## src/core_pkg.sv

```systemverilog
// constants and state layout for the instruction core and its bus slave
// assumes a single clock domain; the oscillator clock drives aclk
package core_pkg;
  // ----------------------------------------------------------------
  // timing
  // ----------------------------------------------------------------
  localparam int Q_PER_CYCLE = 4;
  localparam logic [1:0] Q_LAST = 2'(Q_PER_CYCLE - 1);
  localparam int OST_OSC_PERIODS = 1024;
  localparam int OSC_PER_CLK = 1;
  localparam logic [9:0] OST_LAST =
    10'(OST_OSC_PERIODS / OSC_PER_CLK - 1);
  // ----------------------------------------------------------------
  // addresses and encodings
  // ----------------------------------------------------------------
  localparam logic [12:0] INT_VECTOR = 13'h0004;
  localparam logic [6:0] FIRST_IO_PORT = 7'h05;
  localparam logic [13:0] OP_NOP = 14'h0000;
  localparam logic [13:0] OP_RETURN = 14'h0008;
  localparam logic [13:0] OP_RETFIE = 14'h0009;
  localparam logic [13:0] OP_SLEEP = 14'h0063;
  localparam logic [13:0] WATCHDOG_CLEAR_OP = 14'h0064;
  localparam logic [3:0] CLEAR_FILE_GROUP = 4'h1;
  // oscillator modes; codes below OSC_EC are crystal modes
  localparam logic [2:0] OSC_LP = 3'h0;
  localparam logic [2:0] OSC_XT = 3'h1;
  localparam logic [2:0] OSC_HS = 3'h2;
  localparam logic [2:0] OSC_EC = 3'h3;
  localparam logic [2:0] OSC_RC = 3'h4;
  // ----------------------------------------------------------------
  // register map (word index = addr[4:2])
  // ----------------------------------------------------------------
  localparam logic [2:0] REG_CTRL = 3'h0;
  localparam logic [2:0] REG_STATE = 3'h1;
  localparam logic [2:0] REG_EVENT = 3'h2;
  localparam logic [2:0] REG_MASK = 3'h3;
  localparam int CTRL_GIE = 0;
  localparam int CTRL_OSC_LSB = 1;
  localparam int EVT_SLEPT = 0;
  localparam int EVT_WOKE = 1;
  localparam int EVT_SLEEP_NOP = 2;
  localparam logic [1:0] RESP_OKAY = 2'h0;
  localparam logic [1:0] RESP_SLVERR = 2'h2;
  // ----------------------------------------------------------------
  // state
  // ----------------------------------------------------------------
  typedef enum logic [1:0] {RUN, DOZE, OST} core_state_t;
  typedef struct packed {
    logic [1:0] q;
    core_state_t st;
    logic [9:0] ost;
    logic [12:0] pc;
    logic [13:0] ir;
    logic [7:0] w;
    logic [7:0] opnd;
    logic c, z, to, pd, global_interrupt_enable, early;
    logic [2:0] sp;
    logic [7:0][12:0] stk;
    logic [6:0] fa;
    logic [7:0] fwd;
    logic fwe, fre, pcclr, wclr;
    logic [2:0] osc;
    logic [2:0] evt, msk;
    logic irq;
    logic aw_h, w_h, awr, wr, arr, bv, rv;
    logic [2:0] wa;
    logic [7:0] wd;
    logic ws;
    logic [1:0] bresp, rresp;
    logic [31:0] rd;
  } core_regs_t;
endpackage : core_pkg

```

## src/core_sequencer.sv

```systemverilog
// instruction decode, sequencing and sleep/wake control of an 8-bit core
// assumes program and file memories read combinationally on the same
// clock, and interrupt sources present enable-and-flag as one level
//
// Overview of operation
// RULE1 - pending interrupt before sleep: sleep acts as nop
// RULE2 - wake during/after sleep: clear watchdog, flags
// RULE3 - after wake, vector if global enable, else continue
// RULE4 - crystal modes wait 1024 oscillator periods on wake
// RULE5 - each instruction is one 14-bit word
// RULE6 - destination bit picks accumulator or file register
// RULE7 - seven-bit direct file address, 0x00 to 0x7F
// RULE8 - bit-select picks one bit of file register
// RULE9 - literal is eight or eleven bits wide
// RULE10 - four oscillator periods make one instruction cycle
// RULE11 - one cycle, two when skipping or branching
// RULE12 - named file register is always read first
// RULE13 - port read clears the pin-change mismatch
// RULE14 - don't-care instruction bits change nothing
// RULE15 - wake ignores global enable; watchdog clear sets flags
// RULE16 - skip or branch discards prefetched word
//
// The AXI4-Lite register port and the address map are this design's own decisions.
`timescale 1ns/1ps
module core_sequencer (
  // clock and reset
  input wire logic aclk,
  input wire logic aresetn,
  // axi4-lite write
  input wire logic awvalid,
  output logic awready,
  input wire logic [4:0] awaddr,
  input wire logic wvalid,
  output logic wready,
  input wire logic [31:0] wdata,
  input wire logic [3:0] wstrb,
  output logic bvalid,
  input wire logic bready,
  output logic [1:0] bresp,
  // axi4-lite read
  input wire logic arvalid,
  output logic arready,
  input wire logic [4:0] araddr,
  output logic rvalid,
  input wire logic rready,
  output logic [31:0] rdata,
  output logic [1:0] rresp,
  // program memory
  output logic [12:0] pm_addr,
  input wire logic [13:0] pm_data,
  // file registers
  output logic [6:0] fr_addr,
  input wire logic [7:0] fr_rd_data,
  output logic fr_re,
  output logic fr_we,
  output logic [7:0] fr_wr_data,
  // neighbours
  input wire logic int_wake,
  input wire logic wdt_timeout,
  output logic wdt_clear,
  output logic pin_change_clear,
  output logic timeout_flag,
  output logic power_down_flag,
  output logic irq
);
  import core_pkg::*;

  // ----------------------------------------------------------------
  // state
  // ----------------------------------------------------------------
  core_regs_t r, n;
  logic [7:0] bit_mask;
  logic exec;
  logic crystal;

  assign exec = (r.st == RUN) && (r.q == Q_LAST);
  assign crystal = r.osc < OSC_EC;

  // one-hot bit select from the instruction
  genvar i;
  generate
    for (i = 0; i < 8; i++) begin : g_mask
      assign bit_mask[i] = (r.ir[9:7] == 3'(i)); // RULE8
    end
  endgenerate

  // ----------------------------------------------------------------
  // next state
  // ----------------------------------------------------------------
  always_comb begin
    logic [8:0] sum;
    logic [7:0] v, k, res;
    logic tof, tow, zf, skp, jmp;
    logic [12:0] npc;
    n = r;
    sum = '0;
    v = r.opnd;
    k = r.ir[7:0]; // RULE9
    res = '0;
    tof = 1'b0;
    tow = 1'b0;
    zf = 1'b0;
    skp = 1'b0;
    jmp = 1'b0;
    npc = r.pc + 13'h0001;
    n.fre = 1'b0;
    n.fwe = 1'b0;
    n.pcclr = 1'b0;
    n.wclr = 1'b0;
    // bus slave; the read clear of events runs before new sets
    if (r.bv && bready) n.bv = 1'b0;
    if (r.rv && rready) n.rv = 1'b0;
    if (awvalid && r.awr) begin
      n.aw_h = 1'b1;
      n.wa = awaddr[4:2];
    end
    if (wvalid && r.wr) begin
      n.w_h = 1'b1;
      n.wd = wdata[7:0];
      n.ws = wstrb[0];
    end
    if (n.aw_h && n.w_h && !n.bv) begin
      n.aw_h = 1'b0;
      n.w_h = 1'b0;
      n.bv = 1'b1;
      // the address may have been taken in this very cycle, so use n.wa
      n.bresp = (n.wa > REG_MASK) ? RESP_SLVERR : RESP_OKAY;
      if (n.ws && n.wa == REG_CTRL) begin
        n.global_interrupt_enable = n.wd[CTRL_GIE];
        n.osc = n.wd[CTRL_OSC_LSB +: 3];
      end
      if (n.ws && n.wa == REG_MASK) n.msk = n.wd[2:0];
    end
    if (arvalid && r.arr) begin
      n.rv = 1'b1;
      n.rresp = (araddr[4:2] > REG_MASK) ? RESP_SLVERR : RESP_OKAY;
      case (araddr[4:2])
        REG_CTRL: n.rd = {28'h0, r.osc, r.global_interrupt_enable};
        REG_STATE: n.rd = {3'h0, r.pc, r.w, 3'h0, r.st == DOZE,
                           r.to, r.pd, r.c, r.z};
        REG_EVENT: begin
          n.rd = {29'h0, r.evt};
          n.evt = '0;
        end
        REG_MASK: n.rd = {29'h0, r.msk};
        default: n.rd = '0;
      endcase
    end
    n.awr = !n.aw_h && !n.bv;
    n.wr = !n.w_h && !n.bv;
    n.arr = !n.rv;
    // core sequencing
    case (r.st)
      RUN: begin
        n.q = r.q + 2'h1; // RULE10
        // file address moves only after the write-back cycle has used it
        if (r.q == 2'h0) begin
          n.fa = r.ir[6:0]; // RULE7
          n.fre = 1'b1; // RULE12
          n.pcclr = (r.ir[6:0] == FIRST_IO_PORT); // RULE13
          n.early = int_wake;
        end
        if (r.q == 2'h2) n.opnd = fr_rd_data;
        if (exec) begin
          if (r.ir[13:7] == 7'h00) begin
            case (r.ir)
              OP_SLEEP: begin
                if (r.early) begin
                  n.evt[EVT_SLEEP_NOP] = 1'b1; // RULE1
                end else begin
                  n.wclr = 1'b1; // RULE2
                  n.to = 1'b1;
                  n.pd = 1'b0;
                  n.st = DOZE;
                  n.evt[EVT_SLEPT] = 1'b1;
                end
              end
              WATCHDOG_CLEAR_OP: begin
                n.wclr = 1'b1; // RULE15
                n.to = 1'b1;
                n.pd = 1'b1;
              end
              OP_RETURN, OP_RETFIE: begin
                jmp = 1'b1;
                n.sp = r.sp - 3'h1;
                npc = r.stk[n.sp];
                if (r.ir[0]) n.global_interrupt_enable = 1'b1;
              end
              default: ; // nop, bits 6:5 ignored RULE14
            endcase
          end else begin
            case (r.ir[13:12])
              2'b00: begin
                tof = r.ir[7]; // RULE6
                tow = !r.ir[7];
                zf = 1'b1;
                case (r.ir[11:8])
                  4'h0: begin
                    res = r.w;
                    zf = 1'b0;
                  end
                  CLEAR_FILE_GROUP: res = 8'h00;
                  4'h2: begin
                    sum = {1'b0, v} - {1'b0, r.w};
                    res = sum[7:0];
                    n.c = !sum[8];
                  end
                  4'h3: res = v - 8'h01;
                  4'h4: res = r.w | v;
                  4'h5: res = r.w & v;
                  4'h6: res = r.w ^ v;
                  4'h7: begin
                    sum = {1'b0, v} + {1'b0, r.w};
                    res = sum[7:0];
                    n.c = sum[8];
                  end
                  4'h8: res = v;
                  4'h9: res = ~v;
                  4'ha: res = v + 8'h01;
                  4'hc: begin
                    res = {r.c, v[7:1]};
                    n.c = v[0];
                    zf = 1'b0;
                  end
                  4'hd: begin
                    res = {v[6:0], r.c};
                    n.c = v[7];
                    zf = 1'b0;
                  end
                  4'he: begin
                    res = {v[3:0], v[7:4]};
                    zf = 1'b0;
                  end
                  default: begin
                    // decfsz and incfsz leave the zero flag alone
                    res = r.ir[10] ? v + 8'h01 : v - 8'h01;
                    skp = (res == 8'h00); // RULE11
                    zf = 1'b0;
                  end
                endcase
              end
              2'b01: begin
                case (r.ir[11:10])
                  2'b00: begin
                    res = v & ~bit_mask;
                    tof = 1'b1;
                  end
                  2'b01: begin
                    res = v | bit_mask;
                    tof = 1'b1;
                  end
                  2'b10: skp = (v & bit_mask) == 8'h00;
                  default: skp = (v & bit_mask) != 8'h00;
                endcase
              end
              2'b10: begin
                jmp = 1'b1; // RULE11
                npc = {r.pc[12:11], r.ir[10:0]}; // RULE9
                if (!r.ir[11]) begin
                  n.stk[r.sp] = r.pc;
                  n.sp = r.sp + 3'h1;
                end
              end
              default: begin
                tow = 1'b1;
                zf = 1'b1;
                casez (r.ir[11:8]) // RULE14
                  4'b00??: zf = 1'b0;
                  4'b01??: begin
                    zf = 1'b0;
                    jmp = 1'b1;
                    n.sp = r.sp - 3'h1;
                    npc = r.stk[n.sp];
                  end
                  4'b1000: res = r.w | k;
                  4'b1001: res = r.w & k;
                  4'b1010: res = r.w ^ k;
                  4'b110?: begin
                    sum = {1'b0, k} - {1'b0, r.w};
                    n.c = !sum[8];
                  end
                  4'b111?: begin
                    sum = {1'b0, k} + {1'b0, r.w};
                    n.c = sum[8];
                  end
                  default: tow = 1'b0;
                endcase
                if (r.ir[11:10] != 2'b10) res = zf ? sum[7:0] : k;
              end
            endcase
          end
          // write back and fetch
          n.fwe = tof; // RULE6
          n.fwd = res;
          if (tow) n.w = res;
          if (zf) n.z = (res == 8'h00);
          if (skp && !jmp) npc = r.pc + 13'h0001;
          n.ir = (skp || jmp) ? OP_NOP : pm_data; // RULE5 RULE16
          // an interrupt taken after the current instruction
          if (r.global_interrupt_enable && int_wake && n.st == RUN) begin
            n.stk[n.sp] = (skp || jmp) ? npc : r.pc;
            n.sp = n.sp + 3'h1;
            npc = INT_VECTOR; // RULE3
            n.ir = OP_NOP;
            n.global_interrupt_enable = 1'b0;
          end
          n.pc = (skp || jmp || n.ir == OP_NOP) ? npc : r.pc + 13'h0001;
        end
      end
      DOZE: begin
        n.q = 2'h0;
        // wake needs only enable and flag of a source RULE15
        if (int_wake || wdt_timeout) begin
          n.st = crystal ? OST : RUN; // RULE4
          n.ost = '0;
          n.wclr = 1'b1;
          n.evt[EVT_WOKE] = 1'b1;
          if (!int_wake) n.to = 1'b0;
        end
      end
      OST: begin
        n.ost = r.ost + 10'h001;
        if (r.ost == OST_LAST) n.st = RUN; // RULE4
      end
      default: n.st = RUN;
    endcase
    n.irq = |(n.evt & n.msk);
  end

  // state register; power-up shows both status flags set
  always_ff @(posedge aclk) begin
    if (!aresetn) begin
      r <= '0;
      r.to <= 1'b1;
      r.pd <= 1'b1;
    end else begin
      r <= n;
    end
  end

  // ----------------------------------------------------------------
  // outputs
  // ----------------------------------------------------------------
  assign awready = r.awr;
  assign wready = r.wr;
  assign bvalid = r.bv;
  assign bresp = r.bresp;
  assign arready = r.arr;
  assign rvalid = r.rv;
  assign rdata = r.rd;
  assign rresp = r.rresp;
  assign pm_addr = r.pc;
  assign fr_addr = r.fa;
  assign fr_re = r.fre;
  assign fr_we = r.fwe;
  assign fr_wr_data = r.fwd;
  assign wdt_clear = r.wclr;
  assign pin_change_clear = r.pcclr;
  assign timeout_flag = r.to;
  assign power_down_flag = r.pd;
  assign irq = r.irq;
endmodule : core_sequencer

```

## config.mk

```make
export PLATFORM = sky130hd
export DESIGN_NAME = core_sequencer
export DESIGN_NICKNAME = d
export VERILOG_FILES = /design/src/core_pkg.sv /design/src/core_sequencer.sv
export SDC_FILE = /design/constraint.sdc
export NUM_CORES = 1
export LEC_CHECK = 0
export ABC_AREA = 1
export CORE_MARGIN = 4
export CORE_UTILIZATION = 50
export DETAILED_ROUTE_END_ITERATION = 16
export DONT_BUFFER_PORTS = 1
export GPL_ROUTABILITY_DRIVEN = 0
export GPL_TIMING_DRIVEN = 0
export RECOVER_POWER = 100
export SLEW_MARGIN = 20
export SYNTH_ARGS = -nofsm -noshare
export SYNTH_HDL_FRONTEND = slang
export SYNTH_SLANG_ARGS = --single-unit
```

## constraint.sdc

```tcl
create_clock -name aclk -period 5.1 [get_ports aclk]
set_clock_uncertainty 0.15 [all_clocks]
set_input_delay 1.02 -clock aclk [delete_from_list [all_inputs] [get_ports aclk]]
set_output_delay 1.02 -clock aclk [all_outputs]
set_load 0.01 [all_outputs]
```

==> flow_summary.toml, run 1 <==
[setup_path]
worstPathArrival_ns = 5.36
critical_path_required_ns = 5.46
cp-end-kind = "flip-flop"
critical_path.startpoint_type = "flip-flop"
critical_path.max_fanout = 15
timing.setup.critical_path_class = "reg -> reg"

[global_route]
overall_fraction_of_global_route_tracks_in_use = 0.376
overflow = 0
grt_first_pass_wirelength_um = 114000
antenna_found_initial = 2
grt_pass1_vias = 18915
grt_start_max_net_pins = 16

[power]
power.density_cell_area_nw_per_um2 = 307
ir_worst_vdd_mv = 0.308
total_leakage_power_nw = 7.76
totalPowerFinal_mw = 5.89

[routing]
first_pass_iters = 7
vias = 20939
number_of_drc_violations_after_detailed_routing = 0
ant_nets = 0
avgViaCountPerCell = 6.27
route.detailed.wl_per_inst_um = 23.1
dr.first_iter.drc_count = 3474
drt_wl_total_um = 77100

[synth]
postSynthAreaPerCell_um2 = 6.34
synth_seq_cells = 242
dominantRegCellSynth = "sky130_fd_sc_hd__dfxtp_1"
synth_top_area_cell = "sky130_fd_sc_hd__dfxtp_1"
synth_cell_type_count = 55
synthDominantCellAreaShare = 0.271
synth-seq-area-share = 0.271
post-synth-top-count-cell = "sky130_fd_sc_hd__nand2_1"
async_flop_share = 0
synth_area_um2 = 17900
number_of_instances_in_the_synthesized_netlist = 2824
synth_edf_count = 0
ys_warn_count = 0
synth.top_cells.by_area = "sky130_fd_sc_hd__dfxtp_1, sky130_fd_sc_hd__nand2_1, sky130_fd_sc_hd__a21oi_1"
netlist_top_cells_count = "sky130_fd_sc_hd__nand2_1, sky130_fd_sc_hd__a21oi_1, sky130_fd_sc_hd__o21ai_0"

[sta]
fin_worst_hold_slack_ns = 0.315
timing_hold_violations_final = 0
setup-violations-final = 0
final-max-slew-violation-count = 0
finalWorstPathRequiredPeriod_ns = 5.00
unrepaired_setup_endpoints_after_global_routing = "false"
finalCritPeriodShare = 0.981
timing_worst_slew_pin_value_ns = 1.09
max_slew_margin = 0.275
achievable_freq_mhz = 200

[floorplanning]
io_pins = 153
placement_rows = 69
die_width_um = 197
starting_density_of_the_core = 0.505
floorplan.core_area_um2 = 35500
die_h_um = 197
die_area_um2 = 38900

[placement]
dp_hpwl_um = 57100
place.port_buffers = 0

[final_layout]
fin_util = 0.541
drive_above_1_share = 0.0510
final.fill_count = 3723
synthToLayoutAreaGrowth_pct = 7.16
seqCellArea_um2 = 4840
finish.net_count = 3002
multiInputGateArea_um2 = 10900
antenna_cells = 0

[clock_tree]
max-clock-path-buffers = 3
number_of_setup_buffers_added_after_cts = 0
cts_tree = "done"
worst_skew_pair.late_latency_ns = 0.59
cts_num_sinks = 242
postCtsHoldBufs = 0
htree_levels = 1
cts_root_buf = "sky130_fd_sc_hd__clkbuf_16"
cts_buffers = 28
clk_transition_reported_paths_ns = 0.07

[hold_path]
hold_path.class = "reg -> reg"

[job]
max-cap-violations = 0

[status]
status = "complete, no violations"
final timing paths:
path | start | endpoint | slack [ns] | cells after the start
hold reg to reg | r[150] | r[150] | 0.31 | 2
hold / removal | r[150] | r[150] | 0.31 | 2
setup reg to reg | r[188] | r[163] | 0.1 | 17
setup / recovery | r[188] | r[163] | 0.1 | 17
flip-flops by register name (all words and copies together), names as in the netlist, 7 cells and up:
| signal | flops |
|---|---|
| r | 174 |
| rdata | 26 |
| pm_addr | 13 |
| fr_wr_data | 8 |
| fr_addr | 7 |
cell type report:
class / count / area share
sequential: 242 / 0.253
tap: 461 / 0.0301
multi-input combinational: 2100 / 0.567
inverter: 255 / 0.0502
clock inverter: 13 / 0.00841
clock buffer: 38 / 0.0406
buffer: 232 / 0.0514
cell families after synthesis:
family                   after synthesis  share of synthesized area
buffers and inverters                489                      0.122
other                                  1                   0.000209
multiplexers                          62                     0.0347
AO/OA/AOI/OAI                        852                      0.257
flip-flops                           242                      0.271
XOR/XNOR                              11                    0.00538
AND/OR/NAND/NOR                     1101                      0.263
adder cells (fa/ha/maj)               66                     0.0478
cells in the final DEF, fill, tap and decap left out, types with 28 or more instances in the layout:
master	instances
sky130_fd_sc_hd__nand3_1	201
sky130_fd_sc_hd__inv_1	237
sky130_fd_sc_hd__o21ai_0	293
sky130_fd_sc_hd__o22ai_1	32
sky130_fd_sc_hd__dfxtp_1	242
sky130_fd_sc_hd__a21oi_1	421
sky130_fd_sc_hd__nor2_1	163
sky130_fd_sc_hd__clkbuf_1	180
sky130_fd_sc_hd__ha_1	62
sky130_fd_sc_hd__nand2_1	653
sky130_fd_sc_hd__clkbuf_16	28
sky130_fd_sc_hd__mux2i_1	62
sky130_fd_sc_hd__nand4_1	31
report_power, final:
| part | total (mW) | internal (mW) | switching (mW) |
|---|---|---|---|
| clock | 2.10 | 1.22 | 0.880 |
| combinational | 1.73 | 0.444 | 1.28 |
| sequential | 2.06 | 1.96 | 0.0942 |
| total | 5.89 | 3.63 | 2.26 |
per-stage QoR:
stage,setup TNS (ns),area (um2),std cells,setup WS [ns]
after floorplan,0,17900,2831,1.77
after global placement,-14.44,18500,3292,-0.531
after detailed placement,-10.83,18500,3292,-0.366
after CTS,0,19500,3342,0.0392
after global routing,0,19200,3341,0.0470
final,0,19200,3341,0.0994
repair_timing:
| item | 4_1_cts | 5_1_grt |
|---|---|---|
| pin swaps | 0 | 0 |
| setup endpoints to repair | 46 | 64 |
| resized for setup | 5 | 2 |
critical path, stage by stage, from the launching register on:
cell	delay, ns
sky130_fd_sc_hd__dfxtp_1	0.34
sky130_fd_sc_hd__buf_2	0.24
sky130_fd_sc_hd__clkinvlp_4	0.40
sky130_fd_sc_hd__buf_2	0.36
sky130_fd_sc_hd__ha_1	0.32
sky130_fd_sc_hd__clkbuf_1	0.21
sky130_fd_sc_hd__inv_1	0.45
sky130_fd_sc_hd__clkbuf_2	0.43
sky130_fd_sc_hd__a21oi_1	0.09
sky130_fd_sc_hd__o21ai_0	0.13
sky130_fd_sc_hd__nand2_1	0.10
sky130_fd_sc_hd__o21ai_0	0.43
sky130_fd_sc_hd__o21ai_0	0.15
sky130_fd_sc_hd__a21oi_1	0.28
sky130_fd_sc_hd__nand2_1	0.12
sky130_fd_sc_hd__nand2_2	0.37
sky130_fd_sc_hd__o21ai_0	0.18
sky130_fd_sc_hd__a21oi_1	0.15
routing by layer:
layer / GRT usage / share of wire / vias to the layer above
li1: - / - / 9523
met1: 0.548 / 0.41 / 9546
met2: 0.516 / 0.39 / 1611
met3: 0.136 / 0.16 / 257
met4: 0.117 / 0.037 / 2
met5: 0 / 0.00018 / -
No activity file was read; power rests on OpenSTA's default activity.
==> run 2: changes to the inputs <==
- ABC_AREA: 1 -> not set
- CELL_PAD_IN_SITES_DETAIL_PLACEMENT: not set -> 0
- CELL_PAD_IN_SITES_GLOBAL_PLACEMENT: not set -> 1
- PLACE_DENSITY_LB_ADDON: not set -> 0.1
==> run 2 against run 1 <==
Against the previous run: synthesized cell count shrank 27%; clock power grew 7%; power shrank 12%; cell area shrank 5.6%; worst setup slack gained 0.11 ns; utilization grew 1.1 points; sequential share of layout area grew 1.5 points; cell count shrank 23%; flip-flop and latch count is the same; fmax grew 2.3%; count of clock-buffer cells in the layout grew 3; critical path type unchanged; largest cell class unchanged.
==> flow_summary.toml, run 2 <==
[clock_tree]
cts_tree = "done"
number_of_setup_buffers_added_after_cts = 0
htree_levels = 1
cts_num_sinks = 242
worst_skew_pair.late_latency_ns = 0.57
clk_transition_reported_paths_ns = 0.06
cts_buffers = 28
cts_root_buf = "sky130_fd_sc_hd__clkbuf_16"
max-clock-path-buffers = 3

[floorplanning]
floorplan.core_area_um2 = 32800
placement_rows = 66
io_pins = 153
die_area_um2 = 36400
die_h_um = 191
die_width_um = 191
starting_density_of_the_core = 0.510

[final_layout]
layout.cells.most_common_list = "sky130_fd_sc_hd__dfxtp_1, sky130_fd_sc_hd__a21oi_1, sky130_fd_sc_hd__clkbuf_1, sky130_fd_sc_hd__nand2_1, sky130_fd_sc_hd__nor2_1"
largest_register_ffs = 174
synthToLayoutAreaGrowth_pct = 8.37
antenna_cells = 0
drive_above_1_share = 0.0824
finish.net_count = 2246
regMostFlops = "r"
final_common_cell = "sky130_fd_sc_hd__dfxtp_1"

[synth]
netlist_top_cells_count = "sky130_fd_sc_hd__dfxtp_1, sky130_fd_sc_hd__a21oi_1, sky130_fd_sc_hd__nand2_1"
synth_top_area_cell = "sky130_fd_sc_hd__dfxtp_1"
dominantRegCellSynth = "sky130_fd_sc_hd__dfxtp_1"
synth.top_cells.by_area = "sky130_fd_sc_hd__dfxtp_1, sky130_fd_sc_hd__a21oi_1, sky130_fd_sc_hd__ha_1"
ys_warn_count = 0
synthDominantCellAreaShare = 0.290
async_flop_share = 0
number_of_instances_in_the_synthesized_netlist = 2066
synth_cell_type_count = 98
synth_edf_count = 0
synth_area_um2 = 16700
synth_seq_cells = 242
postSynthAreaPerCell_um2 = 8.09
post-synth-top-count-cell = "sky130_fd_sc_hd__dfxtp_1"
synth-seq-area-share = 0.290

[power]
power.net_switching_mw = 1.62
total_leakage_power_nw = 6.18
clock_power_share = 0.433
power.share.switching = 0.312
power.share.sequential = 0.378
p_comb_frac = 0.190
power.density_cell_area_nw_per_um2 = 287
ir_worst_vdd_mv = 0.368
p_int_mw = 3.57

[setup_path]
worstRegToRegCells = 13
regToRegEndpoint = "r[195]"
path_common_cell = "sky130_fd_sc_hd__clkbuf_1"
crit-reg2reg-launch = "r[224]"
cp_top_family = "buffers and inverters"
timing.setup.critical_path_class = "reg -> reg"
critPathSlowestCell = "sky130_fd_sc_hd__nor4_1"
critical_path.max_fanout = 10
path_cells = "clkbuf_1, clkbuf_1, clkbuf_1, clkbuf_1, clkbuf_1, mux2i_1, o21ai_0, nand2_1, nor3_1, nor4_1, nand2_1, nor4_1, a31o_2"
critical_path.startpoint_type = "flip-flop"
cp-end-kind = "flip-flop"
critical_path_required_ns = 5.45
cp_slowest_stage_delay_ns = 0.77
r2r_slack_ns = 0.21
cp_num_buf_inv = 5
worstPathArrival_ns = 5.24

[routing]
ant_nets = 0
first_pass_iters = 5
vias = 17600
avgViaCountPerCell = 6.86
route.detailed.wl_per_inst_um = 26.6
number_of_drc_violations_after_detailed_routing = 0
drt_wl_total_um = 68400
dr.first_iter.drc_count = 2431

[status]
status = "complete, no violations"

[sta]
setup-violations-final = 0
final-max-slew-violation-count = 0
achievable_freq_mhz = 205
post-route-worst-setup-slack_ns = 0.210
finalCritPeriodShare = 0.959
timing_worst_slew_pin_value_ns = 1.23
timing_hold_violations_final = 0
max_slew_margin = 0.175
finalWorstPathRequiredPeriod_ns = 4.89
final.setup.tns_ns = 0
unrepaired_setup_endpoints_after_global_routing = "false"

[global_route]
antenna_found_initial = 1
overall_fraction_of_global_route_tracks_in_use = 0.363
grt_start_max_net_pins = 14
overflow = 0
grt_first_pass_wirelength_um = 104000
grt_pass1_vias = 16848

[hold_path]
hold_path.class = "reg -> reg"
worstHoldStart = "fr_addr[3]"
hold_depth = 2
min_to = "fr_addr[3]"

[placement]
dp_hpwl_um = 52200
place.port_buffers = 0
pre_cts_ws_ns = 0.330

[job]
max-cap-violations = 0
## run 2: cell count changes in the layout (fill, tap and decap cells not counted), moves of 24 or more
| cell | before | now |
|---|---|---|
| sky130_fd_sc_hd__a21oi_1 | 421 | 215 |
| sky130_fd_sc_hd__mux4_2 | 0 | 29 |
| sky130_fd_sc_hd__nor3_1 | 17 | 48 |
| sky130_fd_sc_hd__o221ai_1 | 6 | 87 |
| sky130_fd_sc_hd__xnor2_1 | 1 | 25 |
| sky130_fd_sc_hd__inv_1 | 237 | 62 |
| sky130_fd_sc_hd__o21ai_0 | 293 | 85 |
| sky130_fd_sc_hd__a22oi_1 | 0 | 48 |
| sky130_fd_sc_hd__nand2_1 | 653 | 186 |
| sky130_fd_sc_hd__nand2b_1 | 0 | 25 |
| sky130_fd_sc_hd__mux2i_1 | 62 | 33 |
| sky130_fd_sc_hd__nand3_1 | 201 | 63 |
| sky130_fd_sc_hd__and3_1 | 0 | 26 |
## run 2: layer usage
metal  GRT usage  up-vias  wire length, um
met1       0.464     8335            26200
met4       0.177        2             4010
li1            -     7810                -
met3      0.0727      255             7040
met2       0.587     1198            31100
met5           0        -               13
## run 2: power groups by stage
stage / Sequential, mW / Clock [mW] / Combinational (mW)
after global placement: 2.00 / 0 / 0.940
after floorplan: 1.98 / 0 / 0.652
after detailed placement: 2.00 / 0 / 0.944
after CTS: 1.96 / 2.25 / 0.949
after global routing: 1.96 / 2.34 / 1.03
final: 1.96 / 2.25 / 0.984
## run 2: worst register-to-register path, stage by stage (launching register included)
cell,delay (ns)
sky130_fd_sc_hd__dfxtp_1,0.47
sky130_fd_sc_hd__clkbuf_1,0.41
sky130_fd_sc_hd__clkbuf_1,0.42
sky130_fd_sc_hd__clkbuf_1,0.56
sky130_fd_sc_hd__clkbuf_1,0.57
sky130_fd_sc_hd__clkbuf_1,0.44
sky130_fd_sc_hd__mux2i_1,0.24
sky130_fd_sc_hd__o21ai_0,0.10
sky130_fd_sc_hd__nand2_1,0.13
sky130_fd_sc_hd__nor3_1,0.06
sky130_fd_sc_hd__nor4_1,0.77
sky130_fd_sc_hd__nand2_1,0.11
sky130_fd_sc_hd__nor4_1,0.22
sky130_fd_sc_hd__a31o_2,0.20
## run 2: per-stage QoR
step	instances	hold slack [ns]	utilization	instance area, um2	power, mW
after detailed placement	2515	0.297	0.527	17300	2.94
after CTS	2567	0.306	0.559	18300	5.16
after floorplan	2073	0.276	-	16700	2.63
after global placement	2515	0.292	0.527	17300	2.94
final	2567	0.304	0.552	18100	5.19
after global routing	2567	0.320	0.552	18100	5.33
## run 2: how the worst max path moves through the flow
stage	from	end	slack [ns]	cells after the start
floorplan	r[198]	r[158]	1.53	11
global placement	r[201]	r[195]	0.04	12
detailed placement	r[197]	r[185]	0.33	11
CTS	r[197]	r[185]	0.30	11
global route	r[201]	r[195]	0.03	12
finish	r[224]	r[195]	0.21	13
## run 2: kinds of logic (layout without fill, tap and decap cells)
group                      after synthesis  count (layout)  share of synthesized area
muxes                                   70              70                     0.0643
AOI/OAI and AO/OA                      701             701                      0.294
and+or+nand+nor                        665             665                      0.200
xor gates and xnor gates                30              30                     0.0157
adders and majority gates               66              66                     0.0512
other                                    1               8                   0.000224
DFF                                    242             242                      0.290
buffers and inverters                  291             343                     0.0844
## run 2: repair_timing
| action | in CTS | in global routing |
|---|---|---|
| setup endpoints to repair | 0 | 10 |
| endpoints found under the hold margin | 0 | 0 |
| resized for setup | 0 | 3 |
| hold buffers | 0 | 0 |
## run 2: layout make-up
class	instances	area, um2
Buffer	229	963
Clock buffer	41	831
Clock inverter	11	194
Fill cell	3283	14700
Inverter	62	233
Multi-Input combinational cell	1540	10500
Sequential cell	242	4840
Tap cell	442	553
